File: src/stage_route_cfg.svh
// Constants for the per-stage sense input routing block.
// Assumes it is included by the package and the block by its bare name.
`ifndef STAGE_ROUTE_CFG_SVH
`define STAGE_ROUTE_CFG_SVH

// Geometry of the switch matrix and the stage table.
`define NUM_STAGES      12
`define NUM_INPUTS      14
`define INPUTS_PER_WORD 7
`define FIELD_W         2
`define ROUTE_BITS      14
`define STAGE_W         4

// Route codes held in each 2-bit field.
`define ROUTE_OPEN 2'h0
`define ROUTE_NEG  2'h1
`define ROUTE_POS  2'h2
`define ROUTE_BIAS 2'h3

// Word select of the register pair inside one stage.
`define WORD_LOW  1'h0
`define WORD_HIGH 1'h1

// Bit positions in the high word for the front-end offset disables.
`define MINUS_OFF_BIT 14
`define PLUS_OFF_BIT  15

`endif

File: src/stage_route_pkg.sv
// Types shared by the per-stage sense input routing block.
// Assumes the constants header sits on the include path.
`include "stage_route_cfg.svh"

package stage_route_pkg;
  typedef logic [15:0]                 route_word_t;
  typedef logic [`FIELD_W-1:0]         route_code_t;
  typedef logic [`NUM_INPUTS-1:0]      input_mask_t;
  typedef logic [2*`NUM_INPUTS-1:0]    route_all_t;
  typedef logic [`STAGE_W-1:0]         stage_idx_t;
endpackage

File: src/stage_input_route_config.sv
// Per-stage routing of fourteen sense inputs onto the converter switch matrix.
// Assumes the serial port front end delivers decoded single-cycle register
// strobes, and the sequencer presents the converting stage on active_stage.
// The host fills every field of a stage before the sequencer selects it.
//
// Overview of operation
// Route code 00 leaves the sense input off both converter inputs.
// Route code 01 connects the sense input to the negative converter input.
// Route code 10 connects the sense input to the positive converter input.
// Route code 11 ties the input to bias; host should use it unused.
// Low word holds inputs 0 to 6, input 0 at bits 1:0.
// High word holds inputs 7 to 13, input 7 at bits 1:0.
// High word bit 14 set disables the negative front-end offset.
// High word bit 15 set disables the positive front-end offset.
// Twelve stages each own a register pair, applied while that stage converts.
// Low word bits 15:14 are unused and never affect routing.
// Route words are undefined after reset; host programs them before use.
`timescale 1ns/100ps
`include "stage_route_cfg.svh"

module stage_input_route_config
  import stage_route_pkg::*;
#(
  parameter int NUM_STAGES = `NUM_STAGES
) (
  // Clock and reset
  input  wire logic        clk,
  input  wire logic        rst,
  // Register port from the serial interface
  input  wire logic        reg_wr_en,
  input  wire logic        reg_rd_en,
  input  wire stage_idx_t  reg_stage,
  input  wire logic        reg_word_sel,
  input  wire route_word_t reg_wdata,
  output logic             reg_rd_valid,
  output route_word_t      reg_rdata,
  // Stage presented by the conversion sequencer
  input  wire stage_idx_t  active_stage,
  // Switch matrix controls
  output input_mask_t      sense_to_neg,
  output input_mask_t      sense_to_pos,
  output input_mask_t      sense_to_bias,
  output logic             minus_frontend_offset_off,
  output logic             plus_frontend_offset_off
);

  // Route words. These carry no reset, so software must fill a stage first.
  logic [`ROUTE_BITS-1:0] route_low_mem  [NUM_STAGES];
  route_word_t            route_high_mem [NUM_STAGES];

  // Stage checks, the gathered fields and the output flops.
  logic        wr_stage_ok;
  logic        rd_stage_ok;
  logic        act_stage_ok;
  route_all_t  route_now;
  logic        minus_off_now;
  logic        plus_off_now;
  input_mask_t neg_nxt;
  input_mask_t pos_nxt;
  input_mask_t bias_nxt;
  input_mask_t neg_r;
  input_mask_t pos_r;
  input_mask_t bias_r;
  logic        minus_off_r;
  logic        plus_off_r;
  route_word_t rdata_r;
  logic        rd_valid_r;

  // Stage indices beyond the table are ignored rather than aliased.
  assign wr_stage_ok  = (32'(reg_stage) < NUM_STAGES);
  assign rd_stage_ok  = (32'(reg_stage) < NUM_STAGES);
  assign act_stage_ok = (32'(active_stage) < NUM_STAGES);

  // Register writes; bits 15:14 of the low word are dropped on purpose.
  // The low word stores only fourteen bits, which saves two flops per stage.
  always_ff @(posedge clk) begin
    if (reg_wr_en && wr_stage_ok) begin
      if (reg_word_sel == `WORD_LOW) begin
        route_low_mem[reg_stage] <= reg_wdata[`ROUTE_BITS-1:0];
      end else begin
        route_high_mem[reg_stage] <= reg_wdata;
      end
    end
  end

  // Register reads answer one cycle later; unmapped stages read as zero.
  // The read data holds between reads, so a slow host may pick it up late.
  always_ff @(posedge clk) begin
    if (rst) begin
      rdata_r    <= 16'h0000;
      rd_valid_r <= 1'h0;
    end else begin
      rd_valid_r <= reg_rd_en;
      if (reg_rd_en) begin
        if (!rd_stage_ok) begin
          rdata_r <= 16'h0000;
        end else if (reg_word_sel == `WORD_LOW) begin
          rdata_r <= {2'h0, route_low_mem[reg_stage]};
        end else begin
          rdata_r <= route_high_mem[reg_stage];
        end
      end
    end
  end

  // Gather the fourteen route fields of the converting stage.
  // A stage past the table yields all-open fields and both offsets applied,
  // which is the safest state for the matrix while the sequencer is idle.
  always_comb begin
    route_now     = '0;
    minus_off_now = 1'h0;
    plus_off_now  = 1'h0;
    if (act_stage_ok) begin
      route_now     = {route_high_mem[active_stage][`ROUTE_BITS-1:0],
                       route_low_mem[active_stage]};
      minus_off_now = route_high_mem[active_stage][`MINUS_OFF_BIT];
      plus_off_now  = route_high_mem[active_stage][`PLUS_OFF_BIT];
    end
  end

  // Decode each field into at most one closed switch per input.
  // Each code closes one switch at most, so no input can short two nodes.
  // An unwritten field is unknown and falls to default, leaving the input open.
  always_comb begin
    neg_nxt  = '0;
    pos_nxt  = '0;
    bias_nxt = '0;
    for (int i = 0; i < `NUM_INPUTS; i++) begin
      case (route_now[`FIELD_W*i +: `FIELD_W])
        `ROUTE_OPEN: neg_nxt[i] = 1'h0;
        `ROUTE_NEG:  neg_nxt[i] = 1'h1;
        `ROUTE_POS:  pos_nxt[i] = 1'h1;
        `ROUTE_BIAS: bias_nxt[i] = 1'h1;
        default:     neg_nxt[i] = 1'h0;
      endcase
    end
  end

  // Switch controls come from flops so the matrix never sees decode glitches.
  // Reset opens every switch, since the route words are still unknown then.
  always_ff @(posedge clk) begin
    if (rst) begin
      neg_r       <= '0;
      pos_r       <= '0;
      bias_r      <= '0;
      minus_off_r <= 1'h0;
      plus_off_r  <= 1'h0;
    end else begin
      neg_r       <= neg_nxt;
      pos_r       <= pos_nxt;
      bias_r      <= bias_nxt;
      minus_off_r <= minus_off_now;
      plus_off_r  <= plus_off_now;
    end
  end

  // Every output leaves straight from a flop.
  assign sense_to_neg              = neg_r;
  assign sense_to_pos              = pos_r;
  assign sense_to_bias             = bias_r;
  assign minus_frontend_offset_off = minus_off_r;
  assign plus_frontend_offset_off  = plus_off_r;
  assign reg_rdata                 = rdata_r;
  assign reg_rd_valid              = rd_valid_r;
endmodule

File: config.mk
export PLATFORM = sky130hd
export DESIGN_NAME = stage_input_route_config
export DESIGN_NICKNAME = d
export VERILOG_FILES = /design/src/stage_route_pkg.sv /design/src/stage_input_route_config.sv
export VERILOG_INCLUDE_DIRS = /design/src /design/src/src
export SDC_FILE = /design/constraint.sdc
export NUM_CORES = 1
export LEC_CHECK = 0
export BUFFER_PORTS_ARGS = -buffer_cell sky130_fd_sc_hd__buf_4
export CAP_MARGIN = 20
export CELL_PAD_IN_SITES_DETAIL_PLACEMENT = 0
export CELL_PAD_IN_SITES_GLOBAL_PLACEMENT = 1
export CORE_UTILIZATION = 57
export DETAILED_ROUTE_END_ITERATION = 10
export PLACE_DENSITY = 0.88
export SYNTH_ARGS = -nofsm -noshare
export SYNTH_HDL_FRONTEND = slang
export SYNTH_SLANG_ARGS = --single-unit
File: constraint.sdc
create_clock -name clk -period 8.35 [get_ports clk]
set_input_delay 1.67 -clock clk [delete_from_list [all_inputs] [get_ports clk]]
set_output_delay 1.67 -clock clk [all_outputs]
set_load 0.02 [all_outputs]
==> impl_metrics.json <==
{
  "clk_path_buf_depth": 3,
  "synthDistinctLibCells": 40,
  "cp.arrival_ns": 4.51,
  "syn-instance-count": 1051,
  "final_cells": 1610,
  "cts_tree": "done",
  "yosys_register_bits": 421,
  "syn_to_final_growth_pct": 13.3,
  "syn_area_per_cell_sq_um": 17.7,
  "yosys-mux-area-fraction_pct": 23.1,
  "n_antenna_cell": 0,
  "synthTopCellsByCount": "edfxtp_1 (360), mux4_2 (152), dfxtp_1 (61)",
  "dp.cells": 1531,
  "report.final.slew_viol_count": 0,
  "crit_family": "buffers and inverters",
  "critPathMaxFanout": 53,
  "vdd_drop_max_mv": 0.145,
  "firstDrtPassIters": 6,
  "grt_pass1_wl_um": 68000,
  "numClockSinks": 421,
  "hold_violations": 0,
  "finalSetupViolations": 0,
  "cts_made_buffers": 43,
  "io_pins": 90,
  "drive_gt1_share_pct": 31.9,
  "stdcell_area_sq_um": 21000,
  "holdBufCountCts": 0,
  "post-dp-hpwl_um": 27200,
  "yosysTopAreaCell": "edfxtp_1",
  "crit_type": "in2reg",
  "nNetsFinal": 1170,
  "cpPeakStageDelay_ns": 0.76,
  "grt_use_total_pct": 28.5,
  "end_kind": "flop",
  "htree_levels": 2,
  "fill_cells": 2081,
  "yosys.area.top_type_share_pct": 58.2,
  "finClkSkew_ns": 0.0136,
  "die_area_sq_um": 33300,
  "synth_area_sq_um": 18600,
  "die_h_um": 182,
  "power.density_nw_per_um2": 219,
  "synthArstFlopShare_pct": 0,
  "finalCritPeriodShare_pct": 48.7,
  "place_congestion": 0.815,
  "post_cts_buffers": 0,
  "core_sq_um": 31800,
  "place_area_sq_um": 19600,
  "viasPerCell": 6.73,
  "drt_iter0_drc": 1462,
  "die_x_um": 182,
  "wl_um": 46500,
  "grt_overflow_total": 0,
  "antenna_found_initial": 0,
  "netlist_top_cells_area": "edfxtp_1 (58%), mux4_2 (18%), dfxtp_1 (6.6%), mux2_2 (2.1%), mux2i_1 (2.0%)",
  "synth_edf_count": 360,
  "clock_latency_ns": 0.54,
  "ys_seq_area_share_pct": 64.8,
  "path_buf_inv": 2,
  "clk_pin_slew_ns": 0.06,
  "rows": 65,
  "startpoint_type": "input pin",
  "grt_max_degree": 58,
  "vias": 10836,
  "ant_nets": 0,
  "remaining_drc_errors": 0,
  "wl_per_cell_um": 28.9,
  "start_util_pct": 58.4,
  "clock.fmax_mhz": 246,
  "cap_violations": 0,
  "tightest_slew_ns": 1.03,
  "slew_headroom_pct": 31.1,
  "synth_compound_area_share_pct": 4.15,
  "rsz0062_at_grt": "no",
  "yosys_warnings": 0,
  "synthSimpleGateAreaFrac_pct": 5.61,
  "cts.repair.resized": 0,
  "clockRootBuffer": "clkbuf_16",
  "hold_path.class": "reg2reg",
  "grt_pass1_vias": 10772,
  "yosys.cell_count.top_type": "edfxtp_1",
  "leakage_nw": 6.95,
  "worstPathCellList": "buf_6 > buf_4 > mux4_2 > mux2i_1 > nor2_1 > a21oi_1 > nor3b_1",
  "synth_top_family_by_area": "multiplexers",
  "crit_required_ns": 8.79,
  "run_status": "finished clean",
  "tns_ns": 0,
  "slowest_stage": "buf_4",
  "io_buffers": 89,
  "ys.flop_type": "edfxtp_1",
  "fin_hold_ws_ns": 0.451,
  "synthAdderAreaFrac_pct": 0,
  "synth_fp_nets": 1080,
  "synth-xor-area-share_pct": 0,
  "period_needed_ns": 4.07
}
## state kept, by name, summed over array words and instances (netlist names)
| register | flops |
|---|---|
| minus_frontend_offset_off | 1 |
| plus_frontend_offset_off | 1 |
| reg_rd_valid | 1 |
| reg_rdata | 16 |
| route_high_mem | 192 |
| route_low_mem | 168 |
| sense_to_bias | 14 |
| sense_to_neg | 14 |
| sense_to_pos | 14 |
## worst min-delay path: cells and delay by family, from the launching register on
| kind | cells | cell delay, ns |
|---|---|---|
| flops | 1 | 0.32 |
| simple gates | 1 | 0.05 |
| compound gates | 1 | 0.05 |
## path summary, 6_finish.rpt
check	from	end	slack, ns	cells after the start
hold / removal	reg_rdata[14]	reg_rdata[14]	0.45	2
setup reg to reg	route_high_mem[2][13]	sense_to_neg[13]	6.48	5
hold reg to reg	reg_rdata[14]	reg_rdata[14]	0.45	2
setup / recovery	active_stage[0]	sense_to_neg[13]	4.28	7
## layer usage
layer	vias to the layer above	track usage, %	part of all wire (%)
met4	0	10.5	3.2
met3	100	5.01	10
li1	4479	-	-
met1	5551	39.6	38
met5	-	0	0
met2	706	45.7	48
## cells in the final DEF (no fill, tap or decap), drive strengths merged
cell type / n
nand2: 34
nand3: 3
nor2: 55
or2: 1
a22o: 2
mux2i: 37
clkinv: 17
a22oi: 5
bufinv: 4
nor3b: 20
and3: 4
and2: 3
or3b: 1
mux4: 156
a221oi: 10
mux2: 35
inv: 2
o22ai: 10
o21ai: 9
dfxtp: 61
nand4b: 1
clkbuf: 59
nand2b: 16
a41oi: 4
or3: 1
nand3b: 1
nor2b: 44
a21oi: 53
a2111oi: 10
a211oi: 1
o211ai: 10
edfxtp: 360
nor3: 17
a31oi: 8
buf: 121
## final cells by class
cell class,instances,area (sq um),share of cell area (%)
sequential,421,12000,57.2
timing repair buffer,121,912,4.34
clock buffer,59,1230,5.84
clock inverter,20,191,0.910
multi-input combinational,551,6120,29.1
inverter,3,11.3,0.0535
tap,435,544,2.59
## power breakdown
part	internal (mW)	leakage, nW	switching [mW]
logic	0.153	2.51	0.209
registers	2.32	3.74	0.0185
clock network	1.15	0.697	0.767
## kinds of logic (layout without fill, tap and decap cells)
| group | after synthesis | count (layout) |
|---|---|---|
| compound gates | 122 | 122 |
| simple gates | 201 | 201 |
| mux | 228 | 228 |
| buf+inv | 79 | 203 |
| flops | 421 | 421 |
## per-stage QoR
| step | power, mW | setup slack [ns] | util (%) |
|---|---|---|---|
| 6_report | 4.62 | 4.28 | 66.1 |
| 5_1_grt | 4.74 | 4.09 | 66.1 |
| 4_1_cts | 4.64 | 4.25 | 66.1 |
| 3_5_place_dp | 2.74 | 3.72 | 61.7 |
| 3_3_place_gp | 2.73 | 3.78 | 61.7 |
| 2_1_floorplan | 2.62 | 4.58 | - |
Power figures use the tool's default switching activity.
